==> config.mk <==
export PLATFORM = sky130hd
export DESIGN_NAME = udtep_core
export DESIGN_NICKNAME = d
export VERILOG_FILES = /design/src/rtl/udtep_pkg.sv /design/src/rtl/udtep_core.sv
export SDC_FILE = /design/constraint.sdc
export NUM_CORES = 1
export LEC_CHECK = 0
export ABC_AREA = 1
export BUFFER_PORTS_ARGS = -buffer_cell sky130_fd_sc_hd__buf_2
export CAP_MARGIN = 30
export CORE_ASPECT_RATIO = 2
export CORE_MARGIN = 2
export CORE_UTILIZATION = 50
export CTS_CLUSTER_SIZE = 24
export DETAILED_ROUTE_END_ITERATION = 12
export PLACE_DENSITY = 0.72
export SLEW_MARGIN = 20
export SYNTH_ARGS = -nofsm -noshare
export SYNTH_HDL_FRONTEND = slang
export SYNTH_SLANG_ARGS = --single-unit
==> constraint.sdc <==
create_clock -name sys_clk -period 5.5 [get_ports sys_clk]
set_clock_uncertainty 0.05 [all_clocks]
set_input_delay 0.275 -clock sys_clk [delete_from_list [all_inputs] [get_ports sys_clk]]
set_output_delay 0.275 -clock sys_clk [all_outputs]
set_load 0.03 [all_outputs]
==> src/rtl/udtep_pkg.sv <==
package udtep_pkg;
    // ----------------------------------------
    // Bus and register map
    // ----------------------------------------
    localparam int          AW             = 12;
    localparam logic [11:0] OFF_RX_START   = 12'h000;
    localparam logic [11:0] OFF_RX_STOP    = 12'h004;
    localparam logic [11:0] OFF_TX_START   = 12'h008;
    localparam logic [11:0] OFF_TX_STOP    = 12'h00c;
    localparam logic [11:0] OFF_RX_DRAIN   = 12'h02c;
    localparam logic [11:0] OFF_LINKS      = 12'h200;
    localparam logic [11:0] OFF_IRQ_MASK   = 12'h300;
    localparam logic [11:0] OFF_IRQ_SET    = 12'h304;
    localparam logic [11:0] OFF_IRQ_CLR    = 12'h308;
    localparam logic [11:0] OFF_FAULT      = 12'h480;
    localparam logic [11:0] OFF_ENABLE     = 12'h500;
    localparam logic [11:0] OFF_PS_FOUT    = 12'h508;
    localparam logic [11:0] OFF_PS_SOUT    = 12'h50c;
    localparam logic [11:0] OFF_PS_FIN     = 12'h510;
    localparam logic [11:0] OFF_PS_SIN     = 12'h514;
    localparam logic [11:0] OFF_BAUD       = 12'h524;
    localparam logic [11:0] OFF_RX_PTR     = 12'h534;
    localparam logic [11:0] OFF_RX_LIM     = 12'h538;
    localparam logic [11:0] OFF_RX_AMT     = 12'h53c;
    localparam logic [11:0] OFF_TX_PTR     = 12'h544;
    localparam logic [11:0] OFF_TX_LIM     = 12'h548;
    localparam logic [11:0] OFF_TX_AMT     = 12'h54c;
    localparam logic [11:0] OFF_CFG        = 12'h56c;

    // ----------------------------------------
    // Events: index, offset, mask bit
    // ----------------------------------------
    localparam int EV_N = 11;
    localparam int EV_CTS = 0;
    localparam int EV_PEER_NOT_READY_EVENT = 1;
    localparam int EV_RXB = 2;
    localparam int EV_RXEND = 3;
    localparam int EV_TXB = 4;
    localparam int EV_TXEND = 5;
    localparam int EV_ERR = 6;
    localparam int EV_RECEIVER_TIMEOUT_EVENT = 7;
    localparam int EV_RXST = 8;
    localparam int EV_TXST = 9;
    localparam int EV_TXSTP = 10;
    localparam logic [11:0] EV_OFF [EV_N] = '{12'h100, 12'h104, 12'h108, 12'h110, 12'h11c,
                                              12'h120, 12'h124, 12'h144, 12'h14c, 12'h150, 12'h158};
    localparam int EV_BIT [EV_N] = '{0, 1, 2, 4, 7, 8, 9, 17, 19, 20, 22};

    // ----------------------------------------
    // Fields and reset values
    // ----------------------------------------
    localparam logic [3:0]  ENABLE_ON      = 4'h8;
    localparam int          PIN_W          = 5;
    localparam int          NPIN           = 32;
    localparam int          PS_DISC_BIT    = 31;
    localparam logic [31:0] PS_RST         = 32'hffff_ffff;
    localparam logic [31:0] BAUD_RST       = 32'h0400_0000;
    localparam int          LIM_W          = 16;
    localparam int          LINK_END_START = 5;
    localparam int          LINK_END_STOP  = 6;
    localparam int          CFG_W          = 5;
    localparam int          CFG_HWFC       = 0;
    localparam int          FAULT_W        = 4;
    localparam logic [LIM_W-1:0] CNT_ONE   = 16'h0001;

    typedef enum logic [3:0] {
        TXS_IDLE  = 4'b0001,
        TXS_READY = 4'b0010,
        TXS_BUSY  = 4'b0100,
        TXS_HALT  = 4'b1000
    } udtep_tx_t;

    typedef enum logic [4:0] {
        RXS_IDLE  = 5'b00001,
        RXS_RUN   = 5'b00010,
        RXS_FULL  = 5'b00100,
        RXS_DRAIN = 5'b01000,
        RXS_TOUT  = 5'b10000
    } udtep_rx_t;
endpackage

==> src/rtl/udtep_core.sv <==
// The APB slave port was decided locally.
`timescale 1ns/1ps
// Function
// RULE_01 - Software stops unit, then disables it
// RULE_02 - Await stopped/timeout event before disabling
// RULE_03 - Four pin selects route serial signals
// RULE_04 - Flow signals are active low
// RULE_05 - Pin selects apply only while enabled
// RULE_06 - Pin selects written only while disabled
// RULE_07 - Idle pins: inputs, outputs held high
// RULE_08 - One driver per physical pin
// RULE_09 - Task writes start/stop receiver, transmitter
// RULE_10 - Drain task empties receive FIFO
// RULE_11 - Flow input asserted sets ready flag
// RULE_12 - Flow input released sets not-ready flag
// RULE_13 - Flag each received byte
// RULE_14 - Flag receive buffer full
// RULE_15 - Flag each sent byte, last byte
// RULE_16 - Error flag plus one-clear cause bits
// RULE_17 - Flags for started, timeout, stopped
// RULE_18 - Receive and transmit byte limits
// RULE_19 - Read-back moved byte counts
// RULE_20 - Parity and flow control in config
// RULE_21 - Transmit until limit, then end event
// RULE_22 - Receive end precedes timeout on stop
// RULE_23 - Flags clear on zero write only
// RULE_24 - Interrupt from enabled flags, set/clear aliases
module udtep_core (
    // Clock and reset
    input  wire logic                          sys_clk,
    input  wire logic                          rst_n,
    // APB slave
    input  wire logic [udtep_pkg::AW-1:0]      paddr,
    input  wire logic                          psel,
    input  wire logic                          penable,
    input  wire logic                          pwrite,
    input  wire logic [31:0]                   pwdata,
    output logic                               pready,
    output logic [31:0]                        prdata,
    output logic                               pslverr,
    // Physical pins
    input  wire logic [udtep_pkg::NPIN-1:0]    pin_in,
    output logic [udtep_pkg::NPIN-1:0]         pin_out,
    output logic [udtep_pkg::NPIN-1:0]         pin_oe,
    // Serial engine side
    input  wire logic                          serial_out_bit,
    output logic                               serial_in_bit,
    output logic                               tx_byte_req,
    input  wire logic                          tx_byte_done,
    input  wire logic                          rx_byte_done,
    input  wire logic [udtep_pkg::FAULT_W-1:0] rx_fault,
    output logic                               rx_store,
    output logic                               rx_fifo_drain_task,
    output logic [31:0]                        bit_rate,
    output logic [udtep_pkg::CFG_W-1:0]        frame_cfg,
    output logic [31:0]                        rx_ptr,
    output logic [31:0]                        tx_ptr,
    output logic [udtep_pkg::LIM_W-1:0]        rx_index,
    output logic [udtep_pkg::LIM_W-1:0]        tx_index,
    output logic                               unit_on,
    // Interrupt
    output logic                               irq
);
    import udtep_pkg::*;

    // ----------------------------------------
    // Registers
    // ----------------------------------------
    logic [3:0]       enable_q;
    logic [31:0]      ps_fout_q;
    logic [31:0]      ps_sout_q;
    logic [31:0]      ps_fin_q;
    logic [31:0]      ps_sin_q;
    logic [31:0]      baud_q;
    logic [31:0]      rx_ptr_q;
    logic [31:0]      tx_ptr_q;
    logic [LIM_W-1:0] rx_lim_q;
    logic [LIM_W-1:0] tx_lim_q;
    logic [LIM_W-1:0] rx_cnt_q;
    logic [LIM_W-1:0] tx_cnt_q;
    logic [LIM_W-1:0] tx_end_q;
    logic [CFG_W-1:0] cfg_q;
    logic [1:0]       links_q;
    logic [31:0]      mask_q;
    logic [FAULT_W-1:0] fault_q;
    logic [EV_N-1:0]  flag_q;
    logic [EV_N-1:0]  ev_set;
    logic [31:0]      flag_vec;
    logic             cts_prev_q;
    logic             tx_stop_pend_q;
    logic             drain_q;
    logic [31:0]      prdata_q;
    logic             pslverr_q;
    udtep_tx_t        tx_q;
    udtep_rx_t        rx_q;

    logic wr;
    logic setup;
    logic hwfc;
    logic cts_n;
    logic rts_n;
    logic t_rx_start;
    logic t_rx_stop;
    logic t_tx_start;
    logic t_tx_stop;
    logic t_drain;
    logic rx_last;

    // ----------------------------------------
    // Bus decode
    // ----------------------------------------
    assign pready  = 1'b1;
    assign prdata  = prdata_q;
    assign pslverr = pslverr_q;
    assign setup   = psel & ~penable;
    assign wr      = psel & penable & pwrite;
    assign unit_on = (enable_q == ENABLE_ON);
    assign hwfc    = cfg_q[CFG_HWFC];

    assign t_rx_start = wr & (paddr == OFF_RX_START) & pwdata[0] & unit_on;  // RULE_09
    assign t_rx_stop  = wr & (paddr == OFF_RX_STOP) & pwdata[0] & unit_on;   // RULE_09
    assign t_tx_start = wr & (paddr == OFF_TX_START) & pwdata[0] & unit_on;  // RULE_09
    assign t_tx_stop  = wr & (paddr == OFF_TX_STOP) & pwdata[0] & unit_on;   // RULE_09
    assign t_drain    = wr & (paddr == OFF_RX_DRAIN) & pwdata[0] & unit_on;  // RULE_10

    // ----------------------------------------
    // Pin routing
    // ----------------------------------------
    // Disconnected flow input reads as asserted
    assign cts_n = (unit_on & ~ps_fin_q[PS_DISC_BIT]) ?
                   pin_in[ps_fin_q[PIN_W-1:0]] : 1'b0;  // RULE_05
    assign serial_in_bit = (unit_on & ~ps_sin_q[PS_DISC_BIT]) ?
                           pin_in[ps_sin_q[PIN_W-1:0]] : 1'b1;  // RULE_03
    assign rts_n = ~(hwfc & (rx_q == RXS_RUN));  // RULE_04

    genvar p;
    generate
        for (p = 0; p < NPIN; p++) begin : g_pin
            logic sel_t;
            logic sel_r;
            assign sel_t = unit_on & ~ps_sout_q[PS_DISC_BIT] &
                           (ps_sout_q[PIN_W-1:0] == PIN_W'(p));  // RULE_03
            assign sel_r = unit_on & ~ps_fout_q[PS_DISC_BIT] &
                           (ps_fout_q[PIN_W-1:0] == PIN_W'(p));  // RULE_05
            assign pin_oe[p]  = sel_t | sel_r;
            assign pin_out[p] = sel_t ? serial_out_bit : (sel_r ? rts_n : 1'b1);
        end
    endgenerate

    // ----------------------------------------
    // Control registers
    // ----------------------------------------
    always_ff @(posedge sys_clk) begin
        if (!rst_n) begin
            enable_q <= 4'h0;
            baud_q   <= BAUD_RST;
            cfg_q    <= '0;
            links_q  <= 2'b00;
            rx_ptr_q <= 32'h0000_0000;
            tx_ptr_q <= 32'h0000_0000;
            rx_lim_q <= '0;
            tx_lim_q <= '0;
        end else if (wr) begin
            unique case (paddr)
                OFF_ENABLE: enable_q <= pwdata[3:0];
                OFF_BAUD:   baud_q   <= pwdata;
                OFF_CFG:    cfg_q    <= pwdata[CFG_W-1:0];  // RULE_20
                OFF_LINKS:  links_q  <= {pwdata[LINK_END_STOP], pwdata[LINK_END_START]};
                OFF_RX_PTR: rx_ptr_q <= pwdata;
                OFF_TX_PTR: tx_ptr_q <= pwdata;
                OFF_RX_LIM: rx_lim_q <= pwdata[LIM_W-1:0];  // RULE_18
                OFF_TX_LIM: tx_lim_q <= pwdata[LIM_W-1:0];  // RULE_18
                default: ;
            endcase
        end
    end

    // Pin selects frozen while the unit runs
    always_ff @(posedge sys_clk) begin
        if (!rst_n) begin
            ps_fout_q <= PS_RST;
            ps_sout_q <= PS_RST;
            ps_fin_q  <= PS_RST;
            ps_sin_q  <= PS_RST;
        end else if (wr && !unit_on) begin  // RULE_06
            unique case (paddr)
                OFF_PS_FOUT: ps_fout_q <= pwdata;
                OFF_PS_SOUT: ps_sout_q <= pwdata;
                OFF_PS_FIN:  ps_fin_q  <= pwdata;
                OFF_PS_SIN:  ps_sin_q  <= pwdata;
                default: ;
            endcase
        end
    end

    always_ff @(posedge sys_clk) begin
        if (!rst_n) begin
            mask_q <= 32'h0000_0000;
        end else if (wr) begin
            unique case (paddr)
                OFF_IRQ_MASK: mask_q <= pwdata;
                OFF_IRQ_SET:  mask_q <= mask_q | pwdata;   // RULE_24
                OFF_IRQ_CLR:  mask_q <= mask_q & ~pwdata;  // RULE_24
                default: ;
            endcase
        end
    end

    // ----------------------------------------
    // Transmitter
    // ----------------------------------------
    assign tx_byte_req = (tx_q == TXS_READY) & ~tx_stop_pend_q & ~t_tx_stop &
                         (tx_cnt_q != tx_end_q) & (~hwfc | ~cts_n);

    always_ff @(posedge sys_clk) begin
        if (!rst_n) begin
            tx_q           <= TXS_IDLE;
            tx_cnt_q       <= '0;
            tx_end_q       <= '0;
            tx_stop_pend_q <= 1'b0;
        end else begin
            unique case (tx_q)
                TXS_IDLE: begin
                    tx_stop_pend_q <= 1'b0;
                    if (t_tx_start) begin
                        tx_q     <= TXS_READY;
                        tx_cnt_q <= '0;
                        tx_end_q <= tx_lim_q;
                    end
                end
                TXS_READY: begin
                    if (t_tx_stop || tx_stop_pend_q) begin
                        tx_q <= TXS_HALT;
                    end else if (tx_cnt_q == tx_end_q) begin
                        tx_q <= TXS_IDLE;  // RULE_21
                    end else if (tx_byte_req) begin
                        tx_q <= TXS_BUSY;
                    end
                end
                TXS_BUSY: begin
                    if (t_tx_stop) begin
                        tx_stop_pend_q <= 1'b1;
                    end
                    if (tx_byte_done) begin
                        tx_cnt_q <= tx_cnt_q + CNT_ONE;  // RULE_19
                        tx_q     <= TXS_READY;
                    end
                end
                TXS_HALT: begin
                    tx_q           <= TXS_IDLE;
                    tx_stop_pend_q <= 1'b0;
                end
            endcase
        end
    end

    // ----------------------------------------
    // Receiver
    // ----------------------------------------
    assign rx_store = (rx_q == RXS_RUN);
    assign rx_last  = rx_byte_done & ((rx_cnt_q + CNT_ONE) == rx_lim_q);

    always_ff @(posedge sys_clk) begin
        if (!rst_n) begin
            rx_q     <= RXS_IDLE;
            rx_cnt_q <= '0;
        end else begin
            unique case (rx_q)
                RXS_IDLE: begin
                    if (t_rx_start) begin
                        rx_q     <= RXS_RUN;
                        rx_cnt_q <= '0;
                    end else if (t_drain) begin
                        rx_cnt_q <= '0;
                    end
                end
                RXS_RUN: begin
                    if (rx_last) begin
                        rx_cnt_q <= links_q[0] ? '0 : rx_cnt_q + CNT_ONE;  // RULE_19
                        rx_q     <= links_q[0] ? RXS_RUN :
                                    ((links_q[1] || t_rx_stop) ? RXS_TOUT : RXS_FULL);
                    end else begin
                        if (rx_byte_done) begin
                            rx_cnt_q <= rx_cnt_q + CNT_ONE;  // RULE_19
                        end
                        if (t_rx_stop) begin
                            rx_q <= RXS_DRAIN;
                        end
                    end
                end
                RXS_FULL: begin
                    if (t_rx_stop) begin
                        rx_q <= RXS_TOUT;
                    end else if (t_rx_start) begin
                        rx_q     <= RXS_RUN;
                        rx_cnt_q <= '0;
                    end
                end
                RXS_DRAIN: rx_q <= RXS_TOUT;  // RULE_22
                RXS_TOUT:  rx_q <= RXS_IDLE;
            endcase
        end
    end

    // Drain completes with a buffer-end event one cycle later
    always_ff @(posedge sys_clk) begin
        if (!rst_n) begin
            drain_q <= 1'b0;
        end else begin
            drain_q <= t_drain & (rx_q == RXS_IDLE);  // RULE_10
        end
    end
    assign rx_fifo_drain_task = drain_q;

    always_ff @(posedge sys_clk) begin
        if (!rst_n) begin
            cts_prev_q <= 1'b0;
        end else begin
            cts_prev_q <= cts_n;
        end
    end

    // ----------------------------------------
    // Event sources
    // ----------------------------------------
    always_comb begin
        ev_set            = '0;
        ev_set[EV_CTS]    = cts_prev_q & ~cts_n;   // RULE_11
        ev_set[EV_PEER_NOT_READY_EVENT]   = ~cts_prev_q & cts_n;   // RULE_12
        ev_set[EV_RXB]    = rx_byte_done & (rx_q != RXS_IDLE);  // RULE_13
        ev_set[EV_RXEND]  = ((rx_q == RXS_RUN) & rx_last) | (rx_q == RXS_DRAIN) | drain_q;  // RULE_14
        ev_set[EV_TXB]    = (tx_q == TXS_BUSY) & tx_byte_done;  // RULE_15
        ev_set[EV_TXEND]  = (tx_q == TXS_HALT) |
                            ((tx_q == TXS_READY) & ~t_tx_stop & ~tx_stop_pend_q &
                             (tx_cnt_q == tx_end_q));  // RULE_21
        ev_set[EV_ERR]    = |rx_fault;  // RULE_16
        ev_set[EV_RECEIVER_TIMEOUT_EVENT]   = (rx_q == RXS_TOUT);  // RULE_22
        ev_set[EV_RXST]   = ((rx_q == RXS_IDLE) | (rx_q == RXS_FULL)) & t_rx_start |
                            (rx_q == RXS_RUN) & rx_last & links_q[0];  // RULE_17
        ev_set[EV_TXST]   = (tx_q == TXS_IDLE) & t_tx_start;  // RULE_17
        ev_set[EV_TXSTP]  = (tx_q == TXS_HALT) | ((tx_q == TXS_IDLE) & t_tx_stop);  // RULE_17
    end

    // Set beats a same-cycle zero write
    genvar e;
    generate
        for (e = 0; e < EV_N; e++) begin : g_ev
            always_ff @(posedge sys_clk) begin
                if (!rst_n) begin
                    flag_q[e] <= 1'b0;
                end else if (ev_set[e]) begin
                    flag_q[e] <= 1'b1;
                end else if (wr && paddr == EV_OFF[e] && !pwdata[0]) begin
                    flag_q[e] <= 1'b0;  // RULE_23
                end
            end
        end
    endgenerate

    always_comb begin
        flag_vec = 32'h0000_0000;
        for (int i = 0; i < EV_N; i++) begin
            flag_vec[EV_BIT[i]] = flag_q[i];
        end
    end
    assign irq = |(flag_vec & mask_q);  // RULE_24

    always_ff @(posedge sys_clk) begin
        if (!rst_n) begin
            fault_q <= '0;
        end else begin
            // New causes survive a same-cycle clear
            fault_q <= (wr && paddr == OFF_FAULT) ?
                       ((fault_q & ~pwdata[FAULT_W-1:0]) | rx_fault) :
                       (fault_q | rx_fault);  // RULE_16
        end
    end

    // ----------------------------------------
    // Read path
    // ----------------------------------------
    always_ff @(posedge sys_clk) begin
        if (!rst_n) begin
            prdata_q  <= 32'h0000_0000;
            pslverr_q <= 1'b0;
        end else if (setup) begin
            prdata_q  <= 32'h0000_0000;
            pslverr_q <= 1'b0;
            unique case (paddr)
                OFF_RX_START, OFF_RX_STOP, OFF_TX_START, OFF_TX_STOP, OFF_RX_DRAIN: ;
                OFF_LINKS:   prdata_q <= {25'h0, links_q[1], links_q[0], 5'h00};
                OFF_IRQ_MASK, OFF_IRQ_SET, OFF_IRQ_CLR: prdata_q <= mask_q;
                OFF_FAULT:   prdata_q[FAULT_W-1:0] <= fault_q;
                OFF_ENABLE:  prdata_q[3:0] <= enable_q;
                OFF_PS_FOUT: prdata_q <= ps_fout_q;
                OFF_PS_SOUT: prdata_q <= ps_sout_q;
                OFF_PS_FIN:  prdata_q <= ps_fin_q;
                OFF_PS_SIN:  prdata_q <= ps_sin_q;
                OFF_BAUD:    prdata_q <= baud_q;
                OFF_RX_PTR:  prdata_q <= rx_ptr_q;
                OFF_TX_PTR:  prdata_q <= tx_ptr_q;
                OFF_RX_LIM:  prdata_q[LIM_W-1:0] <= rx_lim_q;
                OFF_TX_LIM:  prdata_q[LIM_W-1:0] <= tx_lim_q;
                OFF_RX_AMT:  prdata_q[LIM_W-1:0] <= rx_cnt_q;  // RULE_19
                OFF_TX_AMT:  prdata_q[LIM_W-1:0] <= tx_cnt_q;  // RULE_19
                OFF_CFG:     prdata_q[CFG_W-1:0] <= cfg_q;
                default: begin
                    pslverr_q <= 1'b1;
                    for (int i = 0; i < EV_N; i++) begin
                        if (paddr == EV_OFF[i]) begin
                            prdata_q[0] <= flag_q[i];
                            pslverr_q   <= 1'b0;
                        end
                    end
                end
            endcase
        end
    end

    // ----------------------------------------
    // Engine-facing outputs
    // ----------------------------------------
    assign bit_rate  = baud_q;
    assign frame_cfg = cfg_q;
    assign rx_ptr    = rx_ptr_q;
    assign tx_ptr    = tx_ptr_q;
    assign rx_index  = rx_cnt_q;
    assign tx_index  = tx_cnt_q;
endmodule

==> results of run 1 <==
## flip-flops by register name, summed over array words and instances, names as in the netlist, 11 cells and up
name	count
bit_rate	32
flag_q	11
mask_q	32
prdata	32
ps_fin_q	32
ps_fout_q	32
ps_sin_q	32
ps_sout_q	32
rx_index	16
rx_lim_q	16
rx_ptr	32
tx_end_q	16
tx_index	16
tx_lim_q	16
tx_ptr	32
## per-layer routing
layer | GRT usage | up-vias | share of wire
met5 | 0 | - | 0
met4 | 0.3752 | 0 | 0.11
met3 | 0.06714 | 415 | 0.084
met2 | 0.7196 | 1470 | 0.48
met1 | 0.4583 | 10750 | 0.33
li1 | - | 10490 | -
## worst max path at each step
stage | depth (start not counted) | end | slack, ps
2_1_floorplan | 12 | rx_index[10]$_SDFFE_PN0P_ | 3050
3_3_place_gp | 8 | pin_oe[2] | 1870
3_5_place_dp | 13 | mask_q[24]$_SDFFE_PN0P_ | 1900
4_1_cts | 8 | pin_oe[16] | 1830
5_1_grt | 13 | tx_byte_req | 1590
6_report | 11 | tx_byte_req | 1670
## where the power goes
part           switching [mW]  internal [mW]  total (mW)  leakage [nW]
clock                    1.26           1.65        2.91         0.659
combinational           0.208         0.0682       0.276          6.72
sequential            0.00381           2.95        2.96          3.28
total                    1.47           4.67        6.14          10.7
## through the flow
stage / setup WS, ps / hold WS [ps]
3_3_place_gp: 1868 / 383.5
4_1_cts: 1826 / 21.70
3_5_place_dp: 1903 / 392.9
5_1_grt: 1592 / 53.27
6_report: 1668 / 52.10
2_1_floorplan: 3045 / 355.4
## cells by family (layout without fill, tap and decap cells)
family / Yosys count / after routing
buf+inv: 467 / 785
other cells: 1 / 2
fa+ha+maj: 2 / 2
compound gates: 796 / 796
flops: 407 / 407
xor+xnor: 19 / 19
simple gates: 1221 / 1221
## layout by cell type (no fill, tap or decap), types with 4 or more instances in the layout
master	synthesis	routed
bufinv_16	0	4
nor2_1	334	330
a21oi_1	224	224
nand2_1	609	608
nand4_1	52	52
o221ai_1	8	8
nor2_4	6	10
o211ai_1	138	138
clkbuf_8	0	5
a32o_1	6	6
nor2_2	14	14
nand3_2	5	7
o21ai_0	248	246
nand3b_1	6	6
inv_2	7	6
dfxtp_1	407	407
clkbuf_16	0	41
o2111ai_1	9	9
o22ai_1	41	41
nor3_1	26	26
a41oi_1	4	4
nand3_1	134	132
buf_4	2	31
clkbuf_1	107	12
nor4_1	17	16
a211oi_1	79	79
buf_2	40	322
xor2_1	18	18
clkinv_1	20	20
a22o_1	6	6
clkinv_2	0	6
a221oi_1	19	19
nand2_2	6	7
inv_1	288	288
dlygate4sd3_1	0	38
## timing repair
item | CTS | global route
hold buffers | 38 | 0
resized for setup | 0 | 0
endpoints found under the hold margin | 41 | 0
## worst reg2reg max path, delay by kind of cell, from the launching register on
kind	cells	cell delay, ps
flip-flops	1	520
AND/OR/NAND/NOR	10	2060
adder cells (fa/ha/maj)	1	340
AO/OA/AOI/OAI	1	70
## area by class of cell
cell class,count,area [µm²]
multi-input cells,2039,10300
inverters,315,1187
clock inverters,16,227.7
fillers,3894,16090
flip-flops and latches,407,8148
well taps,530,663.1
repair buffers,396,2322
clock buffers,58,1140
diodes,1,2.502
==> impl_metrics.tcl, run 1 <==
set metrics [dict create \
    outcome "finished clean" \
    hold_viol 0 \
    cp_cell_sequence "inv_1 -> o21ai_0 -> o221ai_1 -> nand3_1 -> nand2_1 -> nand2_1 -> nand2_1 -> nand3_1 -> nand2_1 -> inv_1 -> buf_2" \
    crit-reg2reg-launch "rx_index[0]$_SDFFE_PN0P_" \
    num_rows 104 \
    antenna_left 0 \
    pin_count 325 \
    clock-root-buffer "clkbuf_16" \
    grt_pass1_vias 21570 \
    total_power_mw 6.139 \
    dp.cells 3645 \
    worstSetupStartpointType "register" \
    areaGrowthSynthToFinish_pct 18.67 \
    yosys.area_share.simple 0.2579 \
    max-vdd-ir-drop_mv 0.3342 \
    via_count 23120 \
    htree_num_levels 2 \
    avgSynthCellArea_um2 6.940 \
    synth_fa_ha_area_frac 0.001238 \
    power.density_mw_per_mm2 255.9 \
    wire_per_inst_um 24.68 \
    rrSetupSlack_ps 2330 \
    synth_seq_area_share 0.4030 \
    synthXorXnorAreaFrac 0.008912 \
    tns_ps 0 \
    stdcell_area_mm2 0.02399 \
    dieHeight_um 288.4 \
    maxCapViolCount 0 \
    end_kind "primary output" \
    core_region_area_mm2 0.04008 \
    r2r_cells 12 \
    critPathArrivalTime_ps 3510 \
    clk_pin_slew_ps 70 \
    grt_pass1_wl_mm 134.9 \
    drt_iter0_drc 2367 \
    final_core_util 0.5986 \
    reg2reg_to "rx_index[1]$_SDFFE_PN0P_" \
    routed_wl_mm 92.84 \
    p_leak_nw 10.67 \
    postCtsSetupRepairBufs 0 \
    min_to "rx_q[0]$_SDFFE_PN1P_" \
    synth_top_family_by_area "simple AND/OR/NAND/NOR gates" \
    synth-compound-area-share 0.2388 \
    drv_slew 0 \
    grtUsageTotal 0.4246 \
    critPathMostFrequentCell "nand2_1" \
    hp-class "input port to register" \
    start_util 0.5044 \
    cts_sinks 407 \
    worstPathMaxFanout 18 \
    final-instance-count-excl-fill 3762 \
    fmax_ghz 0.2610 \
    synthCells 2913 \
    viasPerCell 6.146 \
    clockBufferDepth 3 \
    synth_nets 3003 \
    path_delay_family "simple AND/OR/NAND/NOR gates" \
    cts_buffers 40 \
    final_nets 3289 \
    min_period_ps 3832 \
    gr-total-overflow 0 \
    synth_edf_count 0 \
    drive_above_1_share 0.1486 \
    cp.required_ps 5180 \
    finalSetupViolations 0 \
    yosysWarnings 0 \
    synthTopCellsByCount "nand2_1, dfxtp_1, nor2_1" \
    die_x_um 146.2 \
    slowest_stage "dfxtp_1" \
    grt_max_degree 101 \
    crit_start "ps_fin_q[0]$_SDFFE_PN1P_" \
    antenna_found_initial 0 \
    syn-cell-area_mm2 0.02022 \
    synth_largest_area_cell "dfxtp_1" \
    synthMuxAreaShare 0 \
    slew_headroom 0.1986 \
    worstHoldStart "rst_n" \
    yosys.cell_types.count 55 \
    clock_latency_ps 570 \
    ys_async_sr_fraction 0 \
    worstSetupPathType "register to primary output" \
    place_hpwl_mm 68.36 \
    max_stage_delay_ps 850 \
    synth_seq_cells 407 \
    gp_congestion 1.063 \
    grt_setup_unrepaired "false" \
    holdPathStages 2 \
    drc 0 \
    placed_area_mm2 0.02217 \
    dieArea_mm2 0.04216 \
    io_buffer_count 323 \
    period_share 0.6967 \
    cts_tree "done" \
    dr.pass1.iters 6 \
    crit_buf_inv 3 \
    ys.flop_type "dfxtp_1" \
    synth.top_cell.area_share 0.4030 \
    synthTopCellsByArea "dfxtp_1, nand2_1, nor2_1, o21ai_0, a21oi_1" \
    worst_pin_slew_ps 1191 \
    synth_most_common_cell "nand2_1" \
]
Power figures use the tool's default switching activity.
==> inputs of run 2 (changes only) <==
==> constraint.sdc (replaced) <==
create_clock -name sys_clk -period 3.9 [get_ports sys_clk]
set_clock_uncertainty 0.05 [all_clocks]
set_input_delay 0.195 -clock sys_clk [delete_from_list [all_inputs] [get_ports sys_clk]]
set_output_delay 0.195 -clock sys_clk [all_outputs]
set_load 0.03 [all_outputs]
==> run 2 against run 1 <==
Net effect:
- count of clock-buffer cells in the layout is 5 lower
- combinational power increased by 41%
- die area unchanged
- global-route usage down 0.44 points
- design area shrank 0.84%
- wire length decreased by 0.84%
- sequential share of layout area rose by 0.29 points
- power is 33% higher
- first-iteration DRC count increased by 6.1%
- via count down 0.50%
- setup slack lost 1400 ps
- critical path depth up 1
- highest routed layer is now met5
==> impl_metrics.tcl, run 2 (synthesis gave the netlist of run 1 again) <==
set metrics [dict create \
    outcome "finished clean" \
    critPathMostFrequentCell "nand2_1" \
    power.density_mw_per_mm2 344.3 \
    fmax_ghz 0.2726 \
    dieArea_mm2 0.04216 \
    htree_num_levels 2 \
    crit-reg2reg-launch "rx_index[1]$_SDFFE_PN0P_" \
    gp_congestion 1.117 \
    cts_tree "done" \
    worstHoldStart "rst_n" \
    grt_max_degree 82 \
    cts_sinks 407 \
    worstSetupPathType "register to primary output" \
    areaGrowthSynthToFinish_pct 17.67 \
    dieHeight_um 288.4 \
    grt_pass1_wl_mm 133.8 \
    io_buffer_count 323 \
    num_antenna_cells 0 \
    cp.required_ps 3650 \
    cp_cell_sequence "inv_1 -> a21oi_1 -> o21ai_0 -> o211ai_1 -> nand3_1 -> nand2_1 -> nand2_1 -> nand2_1 -> nand3_1 -> nand2_1 -> inv_1 -> buf_2" \
    tns_ps 0 \
    clk_pin_slew_ps 70 \
    critPathArrivalTime_ps 3420 \
    antenna_left 0 \
    end_kind "primary output" \
    worstPathMaxFanout 18 \
    pin_count 325 \
    crit_start "ps_fin_q[0]$_SDFFE_PN1P_" \
    start_util 0.5044 \
    postCtsSetupRepairBufs 0 \
    drv_slew 0 \
    die_x_um 146.2 \
    grtUsageTotal 0.4202 \
    core_region_area_mm2 0.04008 \
    grt_pass1_vias 21680 \
    gr-total-overflow 0 \
    viasPerCell 6.120 \
    via_count 23000 \
    maxCapViolCount 0 \
    final_core_util 0.5936 \
    routed_wl_mm 92.06 \
    slew_headroom 0.3188 \
    wire_per_inst_um 24.49 \
    drt_iter0_drc 2511 \
    grt_setup_unrepaired "false" \
    final_common_cell "nand2_1" \
    final_nets 3298 \
    cts_buffers 37 \
    clock_latency_ps 560 \
    max_stage_delay_ps 780 \
    dp_worst_setup_slack_ps 581.7 \
    p_leak_nw 10.62 \
    antenna_found_initial 4 \
    final_cell_mix "nand2_1, dfxtp_1, nor2_1, buf_2, inv_1" \
    clock-root-buffer "clkbuf_16" \
    drive_above_1_share 0.1483 \
    hp-class "input port to register" \
    finalSetupViolations 0 \
    slowest_stage "dfxtp_1" \
    hold_viol 0 \
    drc 0 \
    min_period_ps 3669 \
    period_share 0.9407 \
    clockBufferDepth 3 \
    max-vdd-ir-drop_mv 0.3697 \
    num_rows 104 \
    place_hpwl_mm 67.20 \
    worst_pin_slew_ps 1013 \
    worstSetupStartpointType "register" \
    worst_slack_ps 231.4 \
    dr.pass1.iters 7 \
]
## run 2: cell types whose count changed in the layout (fill, tap and decap cells not counted), sizes merged
cell / before / now
inv: 296 / 297
buf: 358 / 369
clkinv: 28 / 24
clkbuf: 58 / 54
clkinvlp: 3 / 0
bufinv: 4 / 1
diode: 1 / 0
## run 2: path summary, 6_finish.rpt
kind | to | slack [ps] | cells after the start
worst max-delay path | tx_byte_req | 230 | 12
worst min-delay path | tx_end_q[15]$_SDFFE_PN0P_ | 50 | 3
worst max register to register | rx_index[1]$_SDFFE_PN0P_ | 890 | 11
worst min register to register | flag_q[1]$_SDFFE_PN0P_ | 400 | 1
## run 2: repair_timing
| action | CTS | global route |
|---|---|---|
| hold buffers | 38 | 0 |
| gates resized for setup | 0 | 0 |
| endpoints found under the hold margin | 50 | 0 |
| setup endpoints to repair | 0 | 0 |
## run 2: worst max-delay path, delay by kind of cell (launching register included)
kind,cells,cell delay (ps)
AOI/OAI and AO/OA,3,490
DFF,1,780
and+or+nand+nor,6,910
buffers and inverters,3,680
## run 2: per-stage QoR
| stage | power [mW] | hold slack, ps | instances | instance area (µm²) |
|---|---|---|---|---|
| 2_1_floorplan | 4.424 | 275.4 | 2913 | 20220 |
| 3_3_place_gp | 4.602 | 380.0 | 3659 | 22260 |
| 3_5_place_dp | 4.604 | 382.4 | 3659 | 22260 |
| 4_1_cts | 8.164 | 26.66 | 3757 | 23780 |
| 5_1_grt | 8.347 | 53.58 | 3759 | 23790 |
| 6_report | 8.190 | 46.70 | 3759 | 23790 |
## run 2: metal layers
metal | vias to the layer above | GRT usage | wire [µm]
met2 | 1321 | 0.7039 | 43490
li1 | 10490 | - | -
met3 | 439 | 0.09826 | 7907
met1 | 10750 | 0.4320 | 30360
met4 | 8 | 0.3922 | 10260
met5 | - | 0 | 46
## run 2: power by group
part	internal, mW	switching (mW)	total [mW]
sequential	4.16	0.00537	4.17
combinational	0.0937	0.295	0.389
clock	1.97	1.67	3.63
total	6.22	1.97	8.19
## run 2: layout make-up
cell class	instances	area [µm²]
Fill cell	3919	16290
Multi-Input combinational cell	2039	10290
Sequential cell	407	8148
Timing Repair Buffer	408	2366
Inverter	315	1187
Clock buffer	53	1066
Tap cell	530	663.1
Clock inverter	7	71.32
